--- src/pvi_consts.vh ---
// Constants for the prioritised vector interrupt unit.
// Included by every design file of the unit; definitions only.
`ifndef PVI_CONSTS_VH
`define PVI_CONSTS_VH

// Source codes presented to the core
`define PVI_NUM_HW 16
`define PVI_CODE_W 5
`define PVI_CODE_BRK 5'h10
`define PVI_CODE_RESET 5'h11

// Vector pairs, low byte at the even address
`define PVI_VEC_BRK 16'h7FFE
`define PVI_VEC_RESET 16'h7FFC
`define PVI_VEC_SERIAL_TX 16'h7FE8
`define PVI_VEC_SERIAL_RX 16'h7FE6
`define PVI_VEC_HIGH_BASE 16'h7FF8
`define PVI_HIGH_FIRST 5'h08

// Priority numbers
`define PVI_PRIO_RESET 5'h00
`define PVI_PRIO_BRK 5'h01

// Processor status bit that blocks dispatch
`define PVI_STATUS_I_BIT 2

// Register offsets
`define PVI_ADDR_W 4
`define PVI_REG_ENA_LO 4'h0
`define PVI_REG_ENA_HI 4'h1
`define PVI_REG_REQ_LO 4'h2
`define PVI_REG_REQ_HI 4'h3
`define PVI_REG_STATE 4'h4
`define PVI_REG_EVT_STAT 4'h5
`define PVI_REG_EVT_CLR 4'h6
`define PVI_REG_EVT_EN 4'h7

// Unit event bits
`define PVI_EVT_W 3
`define PVI_EVT_DISPATCH 0
`define PVI_EVT_OVERRUN 1
`define PVI_EVT_MASKED 2

// Reset values
`define PVI_ENA_RESET 16'h0000
`define PVI_EVT_EN_RESET 3'h0

`endif

--- src/pvi_arbiter.v ---
// Fixed-priority pick among the pending flags, reset and break.
// Pure combinational; flags come from registers in the caller.
`timescale 1ns/1ns
`include "pvi_consts.vh"

module pvi_arbiter #(
  parameter NUM_HW = `PVI_NUM_HW
) (
  // Requests
  input wire [NUM_HW-1:0] i_req,
  input wire i_brk,
  input wire i_rst_pend,
  // Winner
  output reg o_valid,
  output reg [`PVI_CODE_W-1:0] o_code
);

  integer k;

  // Index k carries priority number k+1; break wins its tie with index 0
  always @* begin
    o_valid = 1'b0;
    o_code = `PVI_CODE_BRK;
    if (i_rst_pend) begin
      o_valid = 1'b1;
      o_code = `PVI_CODE_RESET;
    end else if (i_brk) begin
      o_valid = 1'b1;
      o_code = `PVI_CODE_BRK;
    end else begin
      for (k = NUM_HW - 1; k >= 0; k = k - 1) begin
        if (i_req[k]) begin
          o_valid = 1'b1;
          o_code = k[`PVI_CODE_W-1:0];
        end
      end
    end
  end

endmodule

--- src/pvi_vec_table.v ---
// Vector location table: source code in, registered vector pair out.
// Expects the code to be stable for the cycle it is sampled.
`timescale 1ns/1ns
`include "pvi_consts.vh"

module pvi_vec_table (
  // Clock and reset
  input wire i_clk,
  input wire i_rst_n,
  // Lookup
  input wire [`PVI_CODE_W-1:0] i_code,
  output reg [15:0] o_vec_lo_q,
  output reg [15:0] o_vec_hi_q
);

  function [15:0] vec_of;
    input [`PVI_CODE_W-1:0] code;
    begin
      if (code == `PVI_CODE_RESET)
        vec_of = `PVI_VEC_RESET;
      else if (code == `PVI_CODE_BRK)
        vec_of = `PVI_VEC_BRK;
      else if (code < `PVI_HIGH_FIRST)
        vec_of = `PVI_VEC_SERIAL_TX - {10'h000, code, 1'b0};
      else
        vec_of = `PVI_VEC_HIGH_BASE - {10'h000, code - `PVI_HIGH_FIRST, 1'b0};
    end
  endfunction

  always @(posedge i_clk or negedge i_rst_n) begin
    if (!i_rst_n) begin
      o_vec_lo_q <= `PVI_VEC_RESET;
      o_vec_hi_q <= `PVI_VEC_RESET | 16'h0001;
    end else begin
      o_vec_lo_q <= vec_of(i_code);
      o_vec_hi_q <= vec_of(i_code) | 16'h0001;
    end
  end

endmodule

--- src/pvi_top.v ---
// Prioritised vector interrupt unit: request flags, masks, dispatch.
// Assumes a core that raises i_vec_ack when it enters the offered handler.
//
// Contract
// - Sixteen hardware sources plus one software break request are accepted.
// - Seventeen source vectors exist, plus a separate reset vector.
// - Status bit 2 set blocks every vector dispatch, hardware or break.
// - A hardware source raises a request only when its enable bit is set.
// - Among pending requests the lowest priority number is dispatched first.
// - An enabled event sets its pending flag and wakes the core.
// - Pending request with flag clear makes the core fetch its vector.
// - A pending flag clears itself when its handler is entered.
// - Break uses vector 7FFE/7FFF with priority number 1.
// - Reset uses vector 7FFC/7FFD at priority 0, above all.
// - Serial transmit empty uses vector 7FE8/7FE9, priority 1.
// - Serial receive ready uses vector 7FE6/7FE7, priority 2.
`timescale 1ns/1ns
`include "pvi_consts.vh"

module pvi_top #(
  parameter NUM_HW = `PVI_NUM_HW
) (
  // Clock and reset
  input wire i_clk,
  input wire i_rst_n,
  // Interrupt sources, one-cycle pulses
  input wire [NUM_HW-1:0] i_src_evt,
  input wire i_brk_req,
  // Core side
  input wire [7:0] i_cpu_status,
  input wire i_vec_ack,
  output reg o_vec_req_q,
  output wire [`PVI_CODE_W-1:0] o_vec_code_q,
  output wire [15:0] o_vec_lo_addr_q,
  output wire [15:0] o_vec_hi_addr_q,
  output reg o_wake_q,
  // Register port
  input wire [`PVI_ADDR_W-1:0] i_reg_addr,
  input wire [7:0] i_reg_wdata,
  input wire i_reg_wr,
  input wire i_reg_rd,
  output reg [7:0] o_reg_rdata_q,
  // Unit interrupt
  output reg o_irq_q
);

  reg rst_meta_q;
  reg rst_sync_q;
  wire rst_n;

  reg [NUM_HW-1:0] source_enable_mask_q;
  reg [NUM_HW-1:0] pending_request_flags_q;
  reg [NUM_HW-1:0] pending_request_flags_d;
  reg brk_pend_q;
  reg brk_pend_d;
  reg rst_pend_q;
  reg [`PVI_CODE_W-1:0] pres_code_q;
  reg [`PVI_EVT_W-1:0] evt_stat_q;
  reg [`PVI_EVT_W-1:0] evt_stat_d;
  reg [`PVI_EVT_W-1:0] evt_en_q;
  reg [7:0] rdata_d;

  wire [NUM_HW-1:0] evt_accepted;
  wire [NUM_HW-1:0] evt_refused;
  wire [NUM_HW-1:0] ack_clear;
  wire [NUM_HW-1:0] sw_clear;
  wire dispatch_blocked;
  wire win_valid;
  wire [`PVI_CODE_W-1:0] win_code;
  wire [`PVI_CODE_W-1:0] lookup_code;
  wire ack_hw;
  wire ack_brk;
  wire ack_rst;

  // Reset release through two flops
  always @(posedge i_clk or negedge i_rst_n) begin
    if (!i_rst_n) begin
      rst_meta_q <= 1'b0;
      rst_sync_q <= 1'b0;
    end else begin
      rst_meta_q <= 1'b1;
      rst_sync_q <= rst_meta_q;
    end
  end

  assign rst_n = rst_sync_q;

  assign dispatch_blocked = i_cpu_status[`PVI_STATUS_I_BIT];

  // Event acceptance
  assign evt_accepted = i_src_evt & source_enable_mask_q;
  assign evt_refused = i_src_evt & ~source_enable_mask_q;

  // Handler entry for the offered source
  assign ack_hw = i_vec_ack & o_vec_req_q & (pres_code_q < NUM_HW);
  assign ack_brk = i_vec_ack & o_vec_req_q & (pres_code_q == `PVI_CODE_BRK);
  assign ack_rst = i_vec_ack & o_vec_req_q & (pres_code_q == `PVI_CODE_RESET);

  genvar g;
  generate
    for (g = 0; g < NUM_HW; g = g + 1) begin : g_clr
      assign ack_clear[g] = ack_hw & (pres_code_q == g);
      assign sw_clear[g] = i_reg_wr & ~i_reg_wdata[g % 8] &
        (i_reg_addr == ((g < 8) ? `PVI_REG_REQ_LO : `PVI_REG_REQ_HI));
    end
  endgenerate

  // Flags: a new event wins over any clear in the same cycle
  always @* begin
    pending_request_flags_d = (pending_request_flags_q & ~ack_clear & ~sw_clear) | evt_accepted;
    brk_pend_d = (brk_pend_q & ~ack_brk) | i_brk_req;
  end

  always @(posedge i_clk or negedge rst_n) begin
    if (!rst_n) begin
      pending_request_flags_q <= {NUM_HW{1'b0}};
      brk_pend_q <= 1'b0;
      rst_pend_q <= 1'b1;
    end else begin
      pending_request_flags_q <= pending_request_flags_d;
      brk_pend_q <= brk_pend_d;
      if (ack_rst)
        rst_pend_q <= 1'b0;
    end
  end

  // Wake from either wait mode on any accepted event
  always @(posedge i_clk or negedge rst_n) begin
    if (!rst_n) begin
      o_wake_q <= 1'b0;
    end else begin
      o_wake_q <= (|evt_accepted) | i_brk_req;
    end
  end

  pvi_arbiter #(
    .NUM_HW(NUM_HW)
  ) u_arb (
    .i_req(pending_request_flags_q),
    .i_brk(brk_pend_q),
    .i_rst_pend(rst_pend_q),
    .o_valid(win_valid),
    .o_code(win_code)
  );

  assign lookup_code = win_code;

  pvi_vec_table u_vec (
    .i_clk(i_clk),
    .i_rst_n(rst_n),
    .i_code(lookup_code),
    .o_vec_lo_q(o_vec_lo_addr_q),
    .o_vec_hi_q(o_vec_hi_addr_q)
  );

  // Offer the winner; the cycle of an ack always withdraws the offer
  always @(posedge i_clk or negedge rst_n) begin
    if (!rst_n) begin
      o_vec_req_q <= 1'b0;
      pres_code_q <= `PVI_CODE_RESET;
    end else begin
      pres_code_q <= win_code;
      o_vec_req_q <= win_valid & ~i_vec_ack &
        (rst_pend_q | ~dispatch_blocked);
    end
  end

  assign o_vec_code_q = pres_code_q;

  // Unit events: set wins over clear
  always @* begin
    evt_stat_d = evt_stat_q;
    if (i_reg_wr && i_reg_addr == `PVI_REG_EVT_CLR)
      evt_stat_d = evt_stat_q & ~i_reg_wdata[`PVI_EVT_W-1:0];
    if (ack_hw | ack_brk)
      evt_stat_d[`PVI_EVT_DISPATCH] = 1'b1;
    if (|(evt_accepted & pending_request_flags_q))
      evt_stat_d[`PVI_EVT_OVERRUN] = 1'b1;
    if (|evt_refused)
      evt_stat_d[`PVI_EVT_MASKED] = 1'b1;
  end

  // Writable registers
  always @(posedge i_clk or negedge rst_n) begin
    if (!rst_n) begin
      source_enable_mask_q <= `PVI_ENA_RESET;
      evt_en_q <= `PVI_EVT_EN_RESET;
      evt_stat_q <= {`PVI_EVT_W{1'b0}};
    end else begin
      evt_stat_q <= evt_stat_d;
      if (i_reg_wr) begin
        case (i_reg_addr)
          `PVI_REG_ENA_LO: source_enable_mask_q[7:0] <= i_reg_wdata;
          `PVI_REG_ENA_HI: source_enable_mask_q[15:8] <= i_reg_wdata;
          `PVI_REG_EVT_EN: evt_en_q <= i_reg_wdata[`PVI_EVT_W-1:0];
          default: ;
        endcase
      end
    end
  end

  // Read path, data in the cycle after the strobe
  always @* begin
    rdata_d = 8'h00;
    case (i_reg_addr)
      `PVI_REG_ENA_LO: rdata_d = source_enable_mask_q[7:0];
      `PVI_REG_ENA_HI: rdata_d = source_enable_mask_q[15:8];
      `PVI_REG_REQ_LO: rdata_d = pending_request_flags_q[7:0];
      `PVI_REG_REQ_HI: rdata_d = pending_request_flags_q[15:8];
      `PVI_REG_STATE: rdata_d = {o_vec_req_q, brk_pend_q, 1'b0, pres_code_q};
      `PVI_REG_EVT_STAT: rdata_d = {5'h00, evt_stat_q};
      `PVI_REG_EVT_EN: rdata_d = {5'h00, evt_en_q};
      default: rdata_d = 8'h00;
    endcase
  end

  always @(posedge i_clk or negedge rst_n) begin
    if (!rst_n) begin
      o_reg_rdata_q <= 8'h00;
      o_irq_q <= 1'b0;
    end else begin
      o_reg_rdata_q <= i_reg_rd ? rdata_d : 8'h00;
      o_irq_q <= |(evt_stat_d & evt_en_q);
    end
  end

endmodule

--- config.mk ---
export PLATFORM = sky130hd
export DESIGN_NAME = pvi_top
export DESIGN_NICKNAME = d
export VERILOG_FILES = /design/src/pvi_arbiter.v /design/src/pvi_vec_table.v /design/src/pvi_top.v
export VERILOG_INCLUDE_DIRS = /design/src
export SDC_FILE = /design/constraint.sdc
export NUM_CORES = 1
export LEC_CHECK = 0
export BUFFER_PORTS_ARGS = -buffer_cell sky130_fd_sc_hd__buf_2
export CORE_MARGIN = 2
export CORE_UTILIZATION = 55
export CTS_BUF_LIST = sky130_fd_sc_hd__clkbuf_4
export DETAILED_ROUTE_END_ITERATION = 12
export HOLD_SLACK_MARGIN = 0.1
export PLACE_DENSITY = 0.82
export SETUP_SLACK_MARGIN = 0.3
export SYNTH_ARGS = -nofsm -noshare
export SYNTH_HDL_FRONTEND = slang
export SYNTH_SLANG_ARGS = --single-unit
--- constraint.sdc ---
create_clock -name i_clk -period 2.6 [get_ports i_clk]
set_input_delay 0.52 -clock i_clk [delete_from_list [all_inputs] [get_ports i_clk]]
set_output_delay 0.52 -clock i_clk [all_outputs]
set_load 0.03 [all_outputs]
-- Yosys cells after proc, flatten, opt, wreduce, memory -nomap -nowiden
Cells that the tools add are included.
- add/subtract/negate cells: 3
- multipliers: 0
- div/mod/pow operators: 0
- magnitude comparators: 2
- equal/unequal tests: 26
- shifts and indexed selects: 0
- mux-type cells: 45
- bitwise logic cells: 74
- reduce and logical (&&, ||, !) cells: 10
- operators by type and width (operator ; number):
    two-way mux 5 bit ; 18
    AND 16 bit ; 5
    case mux 8 bit (7 select lines) ; 1
    two-way mux 16 bit ; 3
    NOT 16 bit ; 3
    OR reduction 16 bit ; 3
    AND 1 bit ; 47
    equality test 5 x 4 -> 1 bit (second input constant) ; 8
    subtractor 15 x 6 -> 16 bit (first input constant) ; 2
    two-way mux 1 bit ; 21
    equality test 5 x 3 -> 1 bit (second input constant) ; 4
    equality test 5 bit (second input constant) ; 4
    equality test 4 x 3 -> 1 bit (second input constant) ; 4
    OR 16 bit ; 1
    NOT 1 bit ; 11
    equality test 5 x 2 -> 1 bit (second input constant) ; 2
    equality test 4 x 2 -> 1 bit (second input constant) ; 2
    two-way mux 8 bit ; 1
    AND 3 bit ; 2
    AND reduction 2 bit ; 3
    equality test 5 x 1 -> 1 bit (second input constant) ; 1
    logical NOT 5 bit ; 1
    < comparator 5 x 4 -> 1 bit (second input constant) ; 1
    < comparator 5 bit (second input constant) ; 1
    other kinds (8) ; 11
- register bits after elaboration: 89
- bits in latches: 0
- RAM bits: 0
- bits in read-only memories: 0
- output and inout bits: 48
- memories kept: 0

-- Depth between registers and ports, before layout
- depth after elaboration: 23
- mapped depth: 10
- depth with buffers taken out: 10

-- Modules after synthesis
A second synthesis with hierarchy kept.
- cells, all modules: 366
- area, all modules: 3647.2 sq um
- modules (own cells, without submodules) (module ; times used ; cells each ; area each (sq um)):
    pvi_top ; 1 ; 268 ; 2861.5
    pvi_vec_table ; 1 ; 61 ; 555.5
    pvi_arbiter ; 1 ; 37 ; 230.2

-- Least setup slack after synthesis
No wires, ideal clock.
- path type: flip-flop to flip-flop
- start point: register pending_request_flags_q[11]
- end point: register u_vec.o_vec_lo_q[5]
- library setup time: 0.081 ns
- data arrival time: 2.007 ns
- required time: 2.519 ns
- setup slack: 0.512 ns
- cell stages (with the launch flop): 10
- buffers on the path: 0
- cells stage by stage: dfrtp_1 -> nor2_1 -> a221oi_1 -> or4_1 -> a311o_1 -> inv_1 -> ha_1 -> nor3_1 -> xnor2_1 -> o211ai_1
- word-level cells in the longest chain between the ends: 19
- elaborated cells between the ends (all ways): 23
- classes of those cells: add/sub: 3; order compare: 1; eq/ne: 2; mux: 17
- RTL lines (element ; RTL line ; source):
    from (decl) ; pvi_top.v:52 ; reg [NUM_HW-1:0] pending_request_flags_q;
    from (signal assigned) ; pvi_top.v:116 ; pending_request_flags_q <= {NUM_HW{1'b0}};
    from (signal assigned) ; pvi_top.v:120 ; pending_request_flags_q <= pending_request_flags_d;
    two-way mux 5 bit * (12 in series) ; pvi_arbiter.v:32 ; if (i_req[k]) begin
    two-way mux 5 bit * ; pvi_arbiter.v:27 ; end else if (i_brk) begin
    two-way mux 5 bit * ; pvi_arbiter.v:24 ; if (i_rst_pend) begin
    named net lookup_code[0] ; pvi_top.v:70 ; wire [`PVI_CODE_W-1:0] lookup_code;
    subtractor 5 x 4 -> 5 bit (no source line) ; -- ;
    subtractor 15 x 6 -> 16 bit (no source line) ; -- ;
    two-way mux 16 bit ; pvi_vec_table.v:23 ; else if (code < `PVI_HIGH_FIRST)
    two-way mux 16 bit ; pvi_vec_table.v:21 ; else if (code == `PVI_CODE_BRK)
    two-way mux 16 bit * ; pvi_vec_table.v:19 ; if (code == `PVI_CODE_RESET)
    to (signal assigned) ; pvi_vec_table.v:32 ; o_vec_lo_q <= `PVI_VEC_RESET;
    to (signal assigned) ; pvi_vec_table.v:35 ; o_vec_lo_q <= vec_of(i_code);
    to (decl) ; pvi_vec_table.v:12 ; output reg [15:0] o_vec_lo_q,
The timed path passes the listed nets; every way through them passes the cells marked *.
A chain may end at the register's enable or synchronous reset.

-- Final worst setup path
- start point: register pending_request_flags_q[9]
- end point: register u_vec.o_vec_lo_q[5]
- word-level cells in the longest chain between the ends: 17
- elaborated cells between the ends (all ways): 21
- classes of those cells: add/sub: 3; order compare: 1; eq/ne: 2; mux: 15
- RTL lines (element ; RTL line):
    two-way mux 5 bit * (10 in series) ; pvi_arbiter.v:32
    two-way mux 5 bit * ; pvi_arbiter.v:27
    two-way mux 5 bit * ; pvi_arbiter.v:24
    named net lookup_code[0] ; pvi_top.v:70
    subtractor 5 x 4 -> 5 bit (no source line) ; --
    subtractor 15 x 6 -> 16 bit (no source line) ; --
    two-way mux 16 bit ; pvi_vec_table.v:23
    two-way mux 16 bit ; pvi_vec_table.v:21
    two-way mux 16 bit * ; pvi_vec_table.v:19
Marked as above.

==> impl_metrics.env <==
export IMPL_status="finished, final reports clean"
export IMPL_place_ws_ps=246
export IMPL_clockBufferDepth=2
export IMPL_io_buffers=62
export IMPL_period_share_pct=84.3
export IMPL_yosysSeqAreaShare_pct=44.5
export IMPL_drt_iter0_drc=492
export IMPL_root_buffer="clkbuf_4"
export IMPL_power_leakage_nw=1.80
export IMPL_power_density_mw_per_mm2=631
export IMPL_rsz0062_at_grt="true"
export IMPL_clockPowerShare_pct=33.0
export IMPL_syn_area_mm2=0.00362
export IMPL_end_kind="flop"
export IMPL_ir_drop_mv=0.533
export IMPL_start_util_pct=57.1
export IMPL_synthCells=371
export IMPL_startpoint_type="flop"
export IMPL_fmax_mhz=456
export IMPL_tightest_slew_ps=767
export IMPL_grt_start_max_net_pins=63
export IMPL_ys_seq_elements=64
export IMPL_gp_congestion=0.973
export IMPL_via_count=3396
export IMPL_hold_depth=2
export IMPL_p_comb_share_pct=19.9
export IMPL_synth_commonest_cells="dfrtp_1, nand2_1, buf_4, nand3_1, nor2_1"
export IMPL_crit_cells=8
export IMPL_p_switching_w=0.000891
export IMPL_syn_avg_cell_area_um2=9.77
export IMPL_drive_above_1_share_pct=29.1
export IMPL_die_width_um=85.2
export IMPL_synth_top_area_share_pct=38.7
export IMPL_cts_tree="yes"
export IMPL_crit_type="flop to flop"
export IMPL_path_clk_slew_ps=110
export IMPL_final_hold_viol_count=0
export IMPL_path_delay_family="compound AO/OA/AOI/OAI gates"
export IMPL_synth_area_leaders="dfrtp_1, dfstp_2, buf_4"
export IMPL_nNetsFinal=501
export IMPL_synth_area_leader_cell="dfrtp_1"
export IMPL_synth_most_common_cell="dfrtp_1"
export IMPL_critPathMaxStageDelay_ps=570
export IMPL_cts_sink_count=64
export IMPL_area_growth_pct=18.3
export IMPL_vias_per_cell=6.32
export IMPL_synth_edf_count=0
export IMPL_seq_power_share_pct=47.1
export IMPL_synth_async_reset_ratio_pct=100
export IMPL_grt_usage_pct=29.7
export IMPL_internal_power_w=0.00182
export IMPL_htreeDepth=3
export IMPL_met3_usage_pct=6.91
export IMPL_synth_distinct_cells=58
export IMPL_ys_warnings_count=0
export IMPL_maxSlewHeadroom_pct=48.9
export IMPL_critPathRequiredTime_ps=2960
export IMPL_multi_input_area_mm2=0.00184
export IMPL_drt_wl_total_um=10400
export IMPL_grt_antenna_before_repair=0
export IMPL_insertion_delay_ps=440
export IMPL_post_dp_hpwl_um=7690
export IMPL_seq_area_mm2=0.00162
export IMPL_rows=29
export IMPL_max_cap_violations=0
export IMPL_fin_ws_ps=408
export IMPL_route_detailed_drc=0
export IMPL_cp_common_cell="o211ai_1"
export IMPL_core_mm2=0.00635
export IMPL_maxSlewViolCount=0
export IMPL_r2r_cells=8
export IMPL_grt_ovfl_total=0
export IMPL_slowest_stage="or4_1"
export IMPL_period_needed_ps=2190
export IMPL_dieArea_mm2=0.00726
export IMPL_fp_dieH_um=85.2
export IMPL_ios=90
export IMPL_fillers=510
export IMPL_postLayoutCoreUtil_pct=67.5
export IMPL_hold_class="primary input to flop"
export IMPL_grt_pass1_wl_um=16500
export IMPL_crit_buf_inv=1
export IMPL_wire_per_inst_um=19.3
export IMPL_grt_met1_usage_pct=41.8
export IMPL_crit_fanout=6
export IMPL_ys_flop_type="dfrtp_1"
export IMPL_first_global_vias=3137
export IMPL_antenna_cells=0
export IMPL_cts_made_buffers=9
export IMPL_top_usage_layer="met2"
export IMPL_skew_ps=8.54
export IMPL_arrival_ps=2550
export IMPL_switching_share_pct=32.9
export IMPL_setup_viol=0
export IMPL_tns_ps=0
export IMPL_grtUsageMet2_pct=44.2
export IMPL_crit_chain="or4_1 > a311o_1 > inv_2 > ha_4 > nor2_1 > a21oi_1 > o211ai_1 > o211ai_1"
export IMPL_detail_route_antenna_nets=0
export IMPL_firstDrtPassIters=6
==> worst register-to-register path: cells and delay by family, from the launching register on <==
family | cells | cell delay (ps)
AOI/OAI and AO/OA | 4 | 760
DFF | 1 | 500
and+or+nand+nor | 2 | 620
buffers and inverters | 1 | 100
adders and majority gates | 1 | 150
==> final timing paths <==
path	start	endpoint	slack, ps
hold / removal	i_vec_ack	o_vec_req_q	280
max in group asynchronous	rst_n	pending_request_flags_q[14]	1640
setup reg to reg	pending_request_flags_q[9]	u_vec.o_vec_lo_q[5]	410
hold reg to reg	rst_meta_q	rst_n	370
min in group asynchronous	i_rst_n	rst_n	380
setup / recovery	pending_request_flags_q[9]	u_vec.o_vec_lo_q[5]	410
==> layout make-up <==
class,instances,share of cell area [%]
sequential,64,37.7
multi-input combinational,280,43.0
clock inverter,7,2.80
tap,77,2.25
inverter,14,1.23
timing repair buffer,86,11.5
clock buffer,9,1.58
==> power groups by stage <==
stage               Sequential, W  Clock, W  Combinational (W)
floorplan                 0.00129         0           0.000327
global placement          0.00128         0           0.000512
detailed placement        0.00128         0           0.000519
CTS                       0.00126  0.000892           0.000527
global route              0.00129  0.000935           0.000583
finish                    0.00127  0.000893           0.000538
==> logic make-up (layout without fill, tap and decap cells) <==
group / count (synthesis) / count (layout) / share of synthesized area [%]
fa+ha+maj: 4 / 4 / 1.38
xor+xnor: 1 / 1 / 0.242
mux: 22 / 22 / 6.77
compound gates: 87 / 87 / 17.3
other cells: 2 / 21 / 0.207
flops: 64 / 64 / 44.5
buf+inv: 46 / 116 / 7.52
simple gates: 145 / 145 / 22.1
==> repair_timing <==
action | 4_1_cts | 5_1_grt
setup buffers | 2 | 3
setup endpoints to repair | 1 | 2
pin swaps | 1 | 1
gates resized for setup | 4 | 5
hold buffers | 1 | 0
endpoints found under the hold margin | 2 | 0
==> metrics by stage <==
step / total power (W) / hold WS (ps) / instances / instance area (um2)
after global routing: 0.00280 / 306 / 537 / 4290
after CTS: 0.00268 / 294 / 534 / 4250
final: 0.00271 / 282 / 537 / 4290
after global placement: 0.00179 / 305 / 515 / 4020
after floorplan: 0.00161 / 224 / 390 / 3700
after detailed placement: 0.00180 / 306 / 515 / 4020
==> per-layer routing <==
layer	up-vias	wire length [um]
met5	-	0
met4	0	287
met3	33	1210
met2	253	4600
met1	1600	4270
li1	1510	-
==> state kept, by name (all words and copies together) (netlist names) <==
| register | flops |
|---|---|
| evt_en_q | 3 |
| o_vec_req_q | 1 |
| o_irq_q | 1 |
| source_enable_mask_q | 16 |
| rst_pend_q | 1 |
| rst_n | 1 |
| o_wake_q | 1 |
| u_vec.o_vec_lo_q | 6 |
| o_vec_code_q | 5 |
| rst_meta_q | 1 |
| brk_pend_q | 1 |
| o_reg_rdata_q | 8 |
| evt_stat_q | 3 |
| pending_request_flags_q | 16 |
==> cell usage in the layout (no fill, tap or decap), types with 3 or more instances in the layout <==
master,n
buf_2,62
dfrtp_1,53
nand2_1,46
buf_4,23
conb_1,21
nand3_1,20
nor2_1,19
a21oi_1,16
mux2_1,16
nor3_1,11
inv_1,11
nor2b_1,11
a22oi_1,10
nand2b_1,9
clkbuf_4,9
dfstp_2,8
o211ai_1,7
nand4_1,6
a222oi_1,6
o221ai_1,6
o21ai_1,6
o21ai_0,5
nand3b_1,5
o2111ai_1,4
mux2_2,4
a31oi_1,4
a211oi_1,3
nor4_4,3
inv_2,3
a21o_1,3
bufinv_16,3
dfrtp_2,3
Power figures use the tool's default switching activity.
